## src/hw/sacc_params.svh

```systemverilog
`ifndef SACC_PARAMS_SVH
`define SACC_PARAMS_SVH

// Result width and search geometry.
`define SACC_RES_W       10
`define SACC_CH_W        4
`define SACC_COARSE_W    8
`define SACC_FINE_W      2
`define SACC_MSB_ONLY    10'h200
`define SACC_RES_ZERO    10'h000
`define SACC_CH_ZERO     4'h0
`define SACC_CH_ONE      4'h1
`define SACC_STEPS       4'h9
`define SACC_STEP_ZERO   4'h0
`define SACC_STEP_ONE    4'h1
// Cycles the compare must stand before a decision: synchroniser depth plus one.
`define SACC_SETTLE_CYC  4'h4
// Split of the trial code between the coarse and the fine ladder taps.
`define SACC_COARSE_HI   9
`define SACC_COARSE_LO   2
`define SACC_FINE_HI     1
`define SACC_FINE_LO     0
`define SACC_COARSE_MID  8'h80
`define SACC_FINE_ZERO   2'h0
`define SACC_FINE_ONE    2'h1
`define SACC_FINE_BIT    10'h002
`define SACC_RES_FULL    10'h3ff
// Sample phase length in cycles: time in ns and derived count at 50 ns.
`define SACC_SAMPLE_NS   500
`define SACC_CLK_NS      50
`define SACC_SAMPLE_CYC  4'((`SACC_SAMPLE_NS + `SACC_CLK_NS - 1) / `SACC_CLK_NS)

`endif

```

## src/hw/sacc_pkg.sv

```systemverilog
package sacc_pkg;
    // Converter control states, one-hot.
    typedef enum logic [3:0] {
        SACC_IDLE   = 4'b0001,
        SACC_SAMPLE = 4'b0010,
        SACC_TRIAL  = 4'b0100,
        SACC_DONE   = 4'b1000
    } sacc_state_t;

    // Command from software: start pulse, channel and scan request.
    typedef struct packed {
        logic       start;
        logic       scan;
        logic [3:0] channel;
    } sacc_cmd_t;

    // Drive toward the analog ladder.
    typedef struct packed {
        logic [7:0] coarse_tap;
        logic [1:0] fine_tap;
        logic [3:0] mux_sel;
        logic       sample;
    } sacc_analog_t;

    // Finished conversion record.
    typedef struct packed {
        logic [9:0] code;
        logic [3:0] channel;
    } sacc_result_t;
endpackage

```

## src/hw/sacc_ctrl.sv

```systemverilog
// What this block does
// - Channel field selects identical input number directly.
// - Conversion start preloads trial with MSB only.
// - Compare high keeps bit; else clears; next set.
// - Upper eight bits coarse tap, lower two fine.
// - Fine tap rises monotonically with low bits.
// - Scan mode advances channel every conversion unless a new start arrives in the done cycle.
// - Conversion end raises interrupt pulse.
`timescale 1ns/1ns
`include "sacc_params.svh"

module sacc_ctrl (
    input  wire logic                  sys_clk,
    input  wire logic                  rst_n,
    input  wire sacc_pkg::sacc_cmd_t   cmd,
    input  wire logic                  cmp_high,
    output sacc_pkg::sacc_analog_t     analog,
    output sacc_pkg::sacc_result_t     result,
    output logic                       busy,
    output logic                       done_irq
);

    // Comparator output is asynchronous to sys_clk: three-stage synchroniser.
    logic       cmp_s1;
    logic       cmp_s2;
    logic       cmp_s3;
    logic       cmp_val;
    logic       next_cmp_val;

    always_comb begin
        next_cmp_val = (cmp_s2 == cmp_s3) ? cmp_s3 : cmp_val;
    end

    always_ff @(posedge sys_clk) begin
        if (!rst_n) begin
            cmp_s1  <= 1'b0;
            cmp_s2  <= 1'b0;
            cmp_s3  <= 1'b0;
            cmp_val <= 1'b0;
        end else begin
            cmp_s1  <= cmp_high;
            cmp_s2  <= cmp_s1;
            cmp_s3  <= cmp_s2;
            cmp_val <= next_cmp_val;
        end
    end

    // Next channel in scan order; wraps after the highest input.
    function automatic logic [3:0] next_chan(input logic [3:0] ch);
        next_chan = ch + `SACC_CH_ONE;
    endfunction

    sacc_pkg::sacc_state_t state;
    sacc_pkg::sacc_state_t next_state;
    logic [9:0]            trial;
    logic [9:0]            next_trial;
    logic [9:0]            bitmask;
    logic [9:0]            next_bitmask;
    logic [3:0]            step;
    logic [3:0]            next_step;
    logic [3:0]            wait_cnt;
    logic [3:0]            next_wait_cnt;
    logic [3:0]            chan;
    logic [3:0]            next_chan_r;
    logic                  scan;
    logic                  next_scan;
    sacc_pkg::sacc_result_t next_result;
    logic                  next_irq;

    // Sequencer: sample, ten trial steps, then publish and optionally rescan.
    always_comb begin
        next_state    = state;
        next_trial    = trial;
        next_bitmask  = bitmask;
        next_step     = step;
        next_wait_cnt = wait_cnt;
        next_chan_r   = chan;
        next_scan     = scan;
        next_result   = result;
        next_irq      = 1'b0;
        case (state)
            sacc_pkg::SACC_IDLE: begin
                // A start is taken here or in the done cycle; one during sample or trial is ignored.
                if (cmd.start) begin
                    next_chan_r   = cmd.channel;
                    next_scan     = cmd.scan;
                    next_wait_cnt = `SACC_STEP_ZERO;
                    next_state    = sacc_pkg::SACC_SAMPLE;
                end
            end
            sacc_pkg::SACC_SAMPLE: begin
                next_wait_cnt = wait_cnt + `SACC_STEP_ONE;
                if (wait_cnt == `SACC_SAMPLE_CYC) begin
                    // Restart the settle count so the first step is as long as the rest.
                    next_wait_cnt = `SACC_STEP_ZERO;
                    next_trial   = `SACC_MSB_ONLY;
                    next_bitmask = `SACC_MSB_ONLY;
                    next_step    = `SACC_STEP_ZERO;
                    next_state   = sacc_pkg::SACC_TRIAL;
                end
            end
            sacc_pkg::SACC_TRIAL: begin
                // Wait the synchroniser depth plus one before trusting the compare.
                next_wait_cnt = wait_cnt + `SACC_STEP_ONE;
                if (wait_cnt == `SACC_SETTLE_CYC) begin
                    next_wait_cnt = `SACC_STEP_ZERO;
                    // Decide the bit under test, then try the next lower one.
                    next_trial = cmp_val ? trial : (trial & ~bitmask);
                    next_trial = next_trial | (bitmask >> 1);
                    next_bitmask = bitmask >> 1;
                    next_step = step + `SACC_STEP_ONE;
                    if (step == `SACC_STEPS) begin
                        next_state = sacc_pkg::SACC_DONE;
                    end
                end
            end
            sacc_pkg::SACC_DONE: begin
                // Publish the code; a start here overrides scan, otherwise scan steps on.
                next_result.code    = trial;
                next_result.channel = chan;
                next_irq            = 1'b1;
                next_wait_cnt       = `SACC_STEP_ZERO;
                if (scan && !cmd.start) begin
                    next_chan_r = next_chan(chan);
                    next_state  = sacc_pkg::SACC_SAMPLE;
                end else if (cmd.start) begin
                    next_chan_r = cmd.channel;
                    next_scan   = cmd.scan;
                    next_state  = sacc_pkg::SACC_SAMPLE;
                end else begin
                    next_state = sacc_pkg::SACC_IDLE;
                end
            end
            default: begin
                next_state = sacc_pkg::SACC_IDLE;
            end
        endcase
    end

    always_ff @(posedge sys_clk) begin
        if (!rst_n) begin
            state    <= sacc_pkg::SACC_IDLE;
            trial    <= `SACC_RES_ZERO;
            bitmask  <= `SACC_RES_ZERO;
            step     <= `SACC_STEP_ZERO;
            wait_cnt <= `SACC_STEP_ZERO;
            chan     <= `SACC_CH_ZERO;
            scan     <= 1'b0;
            result   <= '0;
            done_irq <= 1'b0;
        end else begin
            state    <= next_state;
            trial    <= next_trial;
            bitmask  <= next_bitmask;
            step     <= next_step;
            wait_cnt <= next_wait_cnt;
            chan     <= next_chan_r;
            scan     <= next_scan;
            result   <= next_result;
            done_irq <= next_irq;
        end
    end

    // Ladder drive straight from the trial register; the fine tap is the plain
    // low bits so the summed voltage rises as they count up.
    assign analog.coarse_tap = trial[`SACC_COARSE_HI:`SACC_COARSE_LO];
    assign analog.fine_tap   = trial[`SACC_FINE_HI:`SACC_FINE_LO];
    assign analog.mux_sel    = chan;
    assign analog.sample     = (state == sacc_pkg::SACC_SAMPLE);
    assign busy              = (state != sacc_pkg::SACC_IDLE);

    // Checks: each one guards a rule of the search, next to the logic above.

    // A start in idle loads the written channel number unchanged.
    a_chan_direct: assert property (@(posedge sys_clk) disable iff (!rst_n)
        (state == sacc_pkg::SACC_IDLE && cmd.start) |=> (chan == $past(cmd.channel)))
        else $error("Channel not taken as written.");

    // Leaving the sample phase loads the trial with only the top bit set.
    a_preload_msb: assert property (@(posedge sys_clk) disable iff (!rst_n)
        (state == sacc_pkg::SACC_SAMPLE && next_state == sacc_pkg::SACC_TRIAL) |=> (trial == `SACC_MSB_ONLY))
        else $error("Trial not preloaded with MSB.");

    // A low compare clears the bit that was under test.
    a_search_step: assert property (@(posedge sys_clk) disable iff (!rst_n)
        (state == sacc_pkg::SACC_TRIAL && wait_cnt == `SACC_SETTLE_CYC && !cmp_val)
        |=> ((trial & $past(bitmask)) == `SACC_RES_ZERO))
        else $error("Low compare did not clear bit.");

    // The first trial sits on the middle coarse tap with no fine offset.
    a_tap_split: assert property (@(posedge sys_clk) disable iff (!rst_n)
        (state == sacc_pkg::SACC_SAMPLE && next_state == sacc_pkg::SACC_TRIAL)
        |=> (analog.coarse_tap == `SACC_COARSE_MID && analog.fine_tap == `SACC_FINE_ZERO))
        else $error("Ladder taps differ from trial.");

    // Keeping the second-lowest bit moves the fine tap exactly one step up.
    a_fine_mono: assert property (@(posedge sys_clk) disable iff (!rst_n)
        (state == sacc_pkg::SACC_TRIAL && wait_cnt == `SACC_SETTLE_CYC && cmp_val && bitmask == `SACC_FINE_BIT)
        |=> (analog.fine_tap == $past(analog.fine_tap) + `SACC_FINE_ONE))
        else $error("Fine tap order broken.");

    // Scan moves on to the next channel after every conversion whose done cycle sees no new start.
    a_scan_moves: assert property (@(posedge sys_clk) disable iff (!rst_n)
        (state == sacc_pkg::SACC_DONE && scan && !cmd.start) |=> (chan == $past(chan) + `SACC_CH_ONE))
        else $error("Scan did not advance channel.");

    // The done state is followed by exactly one interrupt pulse.
    a_irq_done: assert property (@(posedge sys_clk) disable iff (!rst_n)
        (state == sacc_pkg::SACC_DONE) |=> done_irq ##1 !done_irq)
        else $error("Done interrupt not one pulse.");

    // Ten steps of five cycles each separate the preload from the done state.
    a_ten_steps: assert property (@(posedge sys_clk) disable iff (!rst_n)
        (state == sacc_pkg::SACC_SAMPLE && next_state == sacc_pkg::SACC_TRIAL)
        |=> (state == sacc_pkg::SACC_TRIAL) [*8] ##43 (state == sacc_pkg::SACC_DONE))
        else $error("Search length wrong.");

    // Main scenarios: single, scan, full scale, scan wrap and a restart in the done cycle.
    c_single:  cover property (@(posedge sys_clk) disable iff (!rst_n) done_irq && !scan);
    c_scan:    cover property (@(posedge sys_clk) disable iff (!rst_n) done_irq && scan);
    c_full:    cover property (@(posedge sys_clk) disable iff (!rst_n) done_irq && result.code == `SACC_RES_FULL);
    c_wrap:    cover property (@(posedge sys_clk) disable iff (!rst_n) done_irq && scan && result.channel == `SACC_CH_ZERO);
    c_restart: cover property (@(posedge sys_clk) disable iff (!rst_n) done_irq && busy && !scan);

endmodule

```

## config.mk

```make
export PLATFORM = sky130hd
export DESIGN_NAME = sacc_ctrl
export DESIGN_NICKNAME = d
export VERILOG_FILES = /design/src/hw/sacc_pkg.sv /design/src/hw/sacc_ctrl.sv
export VERILOG_INCLUDE_DIRS = /design/src /design/src/hw
export SDC_FILE = /design/constraint.sdc
export NUM_CORES = 1
export LEC_CHECK = 0
export BUFFER_PORTS_ARGS = -buffer_cell sky130_fd_sc_hd__buf_2
export CAP_MARGIN = 5
export CORE_UTILIZATION = 48
export DETAILED_ROUTE_END_ITERATION = 7
export GPL_TIMING_DRIVEN = 0
export PLACE_DENSITY = 0.72
export SLEW_MARGIN = 20
export SYNTH_ARGS = -nofsm -noshare
export SYNTH_HDL_FRONTEND = slang
export SYNTH_SLANG_ARGS = --single-unit
```

## constraint.sdc

```tcl
create_clock -name sys_clk -period 1.7 [get_ports sys_clk]
set_input_delay 0.34 -clock sys_clk [delete_from_list [all_inputs] [get_ports sys_clk]]
set_output_delay 0.34 -clock sys_clk [all_outputs]
set_load 0.01 [all_outputs]
```

==> results by group, run 1 <==
Synthesis
  – Most common cell in the netlist: dfxtp_1
  – Mean post-synth cell area: 8.57 um^2
  – Ys Warns: 0
  – Synth area leaders: dfxtp_1 (47%), a21oi_1 (10%), nand2_1 (8.6%), ha_1 (3.1%), o21ai_0 (3.1%)
  – EDFF count, synth: 0
  – Async SR Flop Fraction: 0
  – Yosys top cell by area: dfxtp_1
  – Synth Instances: 279
  – Synthesized flop and latch total: between 50 and 60
  – Post-synth top flop: dfxtp_1
  – Cell area after synthesis: 0.00239 mm^2
  – Top-area cell type share of the netlist area: 0.469
  – Synth Net Count: ~290
  – Synth cell types: between 40 and 50
  – Commonest cells post-synth: dfxtp_1 (56), nand2_1 (55), a21oi_1 (48)
  – Sequential cell area fraction in the yosys report: 0.469

Clocking
  – Htree depth: 2
  – Clock Sinks: 56
  – Clk Latency, worst-skew pair: slightly above 0.3 ns
  – Cts hold-fix bufs: 0
  – CTS Buf Count: 5
  – CTS tree: done
  – Clock slew at reported path FFs: approximately 0.1 ns
  – Clock buffer depth: 2
  – Root buffer cell: clkbuf_8

Timing
  – Setup-failing EPs final: 8
  – Max Fclk: around 0.56 GHz
  – Skew final: between 0.009 and 0.01 ns
  – Tcrit/Tclk final: 1.05
  – Slew Limit Headroom: 0.625
  – Hold Vio Cnt, Final: 0
  – Worst slew pin tran: 0.563 ns
  – Final WS setup: -0.0908 ns
  – Final hold slack: 0.239 ns
  – Unrepaired setup endpoints after global routing: true
  – Pins Over Slew Limit: 0
  – Shortest period the worst path allows: approximately 1.8 ns

Pwr
  – LEAKAGE: between 0.001 and 0.0015 uW
  – Pwr Density: 821 mW/mm^2
  – Maximum vdd drop: around 0.00035 V

Placement
  – DP Cell Count: 385
  – DP Area: between 0.002 and 0.003 mm^2
  – Detailed Place HPWL: around 3800 um
  – Placer Congestion: 0.776
  – Port buffer count: 39

Critical path
  – Crit path largest cell delay: 0.58 ns
  – CP max FO: 5
  – Setup slack, reg-to-reg: -0.09 ns
  – Slowest stage cell, crit path: or4b_4
  – CP startpoint kind: flip-flop
  – Buf/Inv on CP: 2
  – Worst path required time: 1.95 ns
  – CP Cell Sequence: or4b_4 > clkinv_4 > buf_12 > a22oi_4 > or3_1 > a21oi_2
  – CP arrival: roughly 2 ns
  – R2R cell count: 6
  – CP Class: reg -> reg
  – RR Startpoint: state[2]$_SDFFE_PN0P_
  – CP endpoint kind: flip-flop
  – Delay-heaviest family, CP: simple AND/OR/NAND/NOR gates
  – Crit Reg-Reg Endpoint: step[3]$_SDFFE_PN0P_

Drt
  – Vias: approximately 2200
  – WL/cell: 14.5 um
  – Pre-Repair DR Iteration Count: 4
  – Drt first-iter violations: between 100 and 150
  – DRT Wirelength: between 5000 and 6000 um
  – DR DRC count: 0
  – ANT nets after route: 0
  – Via density per instance: ~5.5

Layout
  – Cell area after layout: 0.00306 mm^2
  – Final Non-Filler Cells: ~400
  – Ant. Diodes: 0
  – Final #Nets: 355
  – Layout cell share with drive strength beyond 1: 0.318
  – Layout area overhead: 28.1%

Global route
  – Pin count of the biggest net entering global routing: 17
  – GR Overflow Total: 0
  – First-pass GRT wire length: about 9200 um
  – Antenna violations before repair: 0
  – GRT Overall Usage: 0.225
  – Vias in the first global route: about 2000

Floorplan
  – Initial Util: 0.503
  – Die height: approximately 73 um
  – Die width: a little over 70 um
  – Ports: 40
  – DIE AREA: roughly 0.0053 mm^2
  – Core Rows: 25
  – Core area: 0.00475 mm^2

Hold path
  – Hold path cells: 2
  – Hold Crit Class: in -> reg
  – Worst hold path startpoint: cmp_high
  – Worst Hold Path EP: cmp_s1$_SDFF_PN0_

Run status
  – Failing checks: setup timing
  – Status: complete, but fails checks

Flow run
  – Maxcap violations: 0
[cells in the final DEF, fill, tap and decap left out, types with 2 or more instances in the layout]
master / count
buf_2: 39
o211a_1: 3
nand3_1: 7
buf_6: 6
o21ai_0: 4
a21oi_1: 45
dfxtp_4: 4
nand2b_1: 2
clkbuf_4: 2
o32a_1: 2
inv_1: 5
ha_1: 6
o21ai_2: 11
clkinv_1: 2
a311oi_1: 2
or4b_4: 3
clkbuf_8: 7
mux2i_1: 2
xor2_1: 4
o211ai_1: 2
and2_1: 4
clkinv_4: 2
a32oi_1: 2
a31oi_1: 2
or3_1: 3
buf_4: 11
a21oi_2: 3
clkbuf_1: 6
and3b_2: 2
dfxtp_2: 2
nand2_2: 3
dfxtp_1: 50
nand2_1: 52
nor2_1: 10
nand3b_1: 4
[worst max path at each step]
stage,startpoint,to,depth (start not counted)
after floorplan,state[2]$_SDFFE_PN0P_,trial[4]$_SDFFE_PN0P_,7
after global placement,state[1]$_SDFFE_PN0P_,trial[5]$_SDFFE_PN0P_,6
after detailed placement,state[3]$_SDFFE_PN0P_,chan[0]$_SDFFE_PN0P_,6
after CTS,state[0]$_SDFFE_PN1P_,analog[0],4
after global routing,state[1]$_SDFFE_PN0P_,step[3]$_SDFFE_PN0P_,6
final,state[2]$_SDFFE_PN0P_,step[3]$_SDFFE_PN0P_,6
[what timing repair did]
item	CTS	global route
setup endpoints to repair	43	45
pin swaps	21	13
gates resized for setup	39	25
setup buffers	9	5
gates cloned	3	0
[flip-flops by register name, indices dropped and copies added, names as in the netlist, 4 cells and up]
signal    flops
state         4
result       14
wait_cnt      4
step          4
chan          4
trial        10
bitmask      10
[power breakdown]
part / internal [uW] / switching (uW) / total, uW
combinational: 165 / 194 / 359
clock: 326 / 426 / 752
sequential: 1350 / 51.4 / 1400
total: 1840 / 672 / 2510
[logic make-up after synthesis]
group,synth area share
AOI/OAI and AO/OA,0.219
muxes,0.00838
and+or+nand+nor,0.217
adders and majority gates,0.0314
xor gates and xnor gates,0.0147
DFF,0.469
buffers and inverters,0.0408
[metal layers]
layer / track usage / share of wire / vias to the layer above
met3: 0.0583 / 0.051 / 12
met2: 0.351 / 0.46 / 67
met5: 0 / 0 / -
met4: 0.0763 / 0.017 / 0
met1: 0.303 / 0.47 / 1039
li1: - / - / 1115
[through the flow]
stage | utilization | TNS (ns) | worst slack [ns] | total power (uW)
2_1_floorplan | - | 0 | 0.0125 | 1630
3_3_place_gp | 0.565 | -1.57 | -0.107 | 1720
3_5_place_dp | 0.565 | -3.08 | -0.160 | 1720
4_1_cts | 0.624 | -1.12 | -0.138 | 2500
5_1_grt | 0.644 | -1.12 | -0.156 | 2630
6_report | 0.644 | -0.308 | -0.0908 | 2510
[cell type report]
type | count | area (um^2)
clock buffers | 6 | 82.6
inverters | 8 | 35.0
flip-flops and latches | 56 | 1140
multi-input cells | 201 | 1280
plain buffers | 13 | 81.3
well taps | 67 | 83.8
repair buffers | 55 | 355
fillers | 409 | 1690
clock inverters | 1 | 8.76
Note: power is estimated with default switching activity, not from simulation.
==> run 2, diff against run 1 <==
- CORE_UTILIZATION: 48 -> 50
- CTS_CLUSTER_DIAMETER: not set -> 100
- GPL_TIMING_DRIVEN: 0 -> 1
- PLACE_DENSITY: 0.72 -> 0.75
==> results by group, run 2 (synthesized netlist as in run 1, its figures left out) <==
Placement
  – Pre-CTS WS: -0.122 ns
  – DP Cell Count: approximately 380
  – Placer Congestion: between 0.7 and 0.8
  – Detailed Place HPWL: between 3000 and 4000 um
  – Port buffer count: 39

Hold path
  – Worst Hold Path EP: cmp_s1$_SDFF_PN0_
  – Hold Crit Class: in -> reg
  – Worst hold path startpoint: cmp_high
  – Hold path cells: 2

Pwr
  – LEAKAGE: about 0.0013 uW
  – Switch share: 0.273
  – Switching pwr: ~690 uW
  – Maximum vdd drop: 0.000409 V
  – Combinational power share: 0.161
  – Clock power frac: 0.290
  – Sequential share of power: 0.549
  – Total power: 2530 uW
  – Pwr Density: 820 mW/mm^2
  – Power Internal: 1840 uW

Critical path
  – Crit Reg-Reg Endpoint: wait_cnt[2]$_SDFFE_PN0P_
  – Worst path required time: roughly 1.4 ns
  – CP arrival: roughly 1.5 ns
  – Setup slack, reg-to-reg: -0.06 ns
  – RR Startpoint: state[0]$_SDFFE_PN1P_
  – CP max FO: 2
  – R2R cell count: 5
  – CP Class: reg -> out
  – CP startpoint kind: flip-flop
  – CP endpoint kind: primary output

Drt
  – Drt first-iter violations: a little under 200
  – Pre-Repair DR Iteration Count: 6
  – DR DRC count: 5
  – Vias: around 2300
  – Via density per instance: 5.68
  – DRT Wirelength: approximately 6000 um
  – ANT nets after route: 0
  – WL/cell: ~15 um

Clocking
  – Clock slew at reported path FFs: roughly 0.090 ns
  – Clk Latency, worst-skew pair: approximately 0.31 ns
  – Cts hold-fix bufs: 0
  – Clock Sinks: 56
  – Root buffer cell: clkbuf_8
  – Clock buffer depth: 2
  – CTS tree: done
  – Htree depth: 2
  – CTS Buf Count: 5

Run status
  – Status: complete, but fails checks
  – Failing checks: DRC, setup timing

Timing
  – Tcrit/Tclk final: 1.06
  – Final WS setup: -0.0977 ns
  – Hold Vio Cnt, Final: 0
  – Max Fclk: between 0.5 and 0.6 GHz
  – Setup-failing EPs final: 7
  – Pins Over Slew Limit: 0
  – Slew Limit Headroom: 0.770
  – Worst slew pin tran: about 0.34 ns
  – Skew final: 0.0125 ns
  – Shortest period the worst path allows: roughly 1.8 ns
  – Unrepaired setup endpoints after global routing: true
  – Final setup TNS: -0.199 ns

Global route
  – GRT Overall Usage: 0.240
  – First-pass GRT wire length: 9650 um
  – GR Overflow Total: 0
  – Pin count of the biggest net entering global routing: 29
  – Vias in the first global route: 2080
  – Antenna violations before repair: 0

Layout
  – Filler cells: ~380
  – Commonest non-fill, non-tap cells in the layout: nand2_1 (54), dfxtp_1 (53), a21oi_1 (44)
  – Ant. Diodes: 0
  – Final #Nets: ~360
  – Layout area overhead: 29.2%
  – Layout cell share with drive strength beyond 1: 0.322
  – Final Non-Filler Cells: 400
  – Max reg flops: 14
  – Largest regs: result (14), bitmask (10), trial (10)
  – Most common cell after layout, fill and taps aside: nand2_1
  – Top reg by flops: result

Floorplan
  – DIE AREA: roughly 0.005 mm^2
  – Core area: around 0.0045 mm^2
  – Die width: about 71 um
  – Die height: roughly 71 um
  – Core Rows: 24
  – Initial Util: 0.534
  – Ports: 40

Flow run
  – Maxcap violations: 0
[run 2: metrics by stage]
stage                     cell area, um^2  hold WS [ns]   util
final                                3090         0.245  0.690
after global routing                 3090         0.243  0.690
after CTS                            3000         0.243  0.670
after detailed placement             2770         0.422  0.620
after global placement               2770         0.430  0.620
after floorplan                      2410         0.412      -
[run 2: worst max path at each step]
stage	slack, ns	end	start	cells past startpoint
finish	-0.1	analog[0]	state[0]$_SDFFE_PN1P_	4
detailed placement	-0.12	step[1]$_SDFFE_PN0P_	wait_cnt[1]$_SDFFE_PN0P_	7
global placement	-0.07	step[1]$_SDFFE_PN0P_	wait_cnt[0]$_SDFFE_PN0P_	7
CTS	-0.10	analog[0]	state[0]$_SDFFE_PN1P_	4
floorplan	0.01	trial[4]$_SDFFE_PN0P_	state[2]$_SDFFE_PN0P_	7
global route	-0.14	wait_cnt[2]$_SDFFE_PN0P_	state[0]$_SDFFE_PN1P_	5
[run 2: critical path, stage by stage, from the launching register on]
cell and delay, ns:
dfxtp_4 0.35, or4b_4 0.56, clkinv_4 0.07, buf_6 0.09, buf_6 0.09
[run 2: cell type report]
cell class / count / area (um^2) / area share
timing repair buffer: 74 / 494 / 0.160
inverter: 8 / 35.0 / 0.0113
sequential: 56 / 1130 / 0.366
multi-input combinational: 202 / 1270 / 0.412
clock buffer: 5 / 68.8 / 0.0223
clock inverter: 3 / 21.3 / 0.00689
tap: 52 / 65.1 / 0.0211
[run 2: timing repair]
item | CTS | global route
hold endpoints to repair | 0 | 0
buffers inserted | 9 | 2
pin swaps | 7 | 8
endpoints found under the setup margin | 15 | 36
gates cloned | 2 | 0
resized for setup | 13 | 21
[run 2: power groups by stage]
stage | Sequential, uW | Combinational [uW] | Clock, uW
floorplan | 1420 | 215 | 0
global route | 1400 | 440 | 797
CTS | 1390 | 393 | 739
finish | 1390 | 407 | 735
global placement | 1420 | 331 | 0
detailed placement | 1420 | 337 | 0
[run 2: layer usage]
metal / up-vias / global-route usage / wire length, um
li1: 1126 / - / -
met1: 1073 / 0.314 / 2570
met2: 66 / 0.406 / 2970
met3: 6 / 0.0413 / 292
met4: 0 / 0.0733 / 51
met5: - / 0 / 0
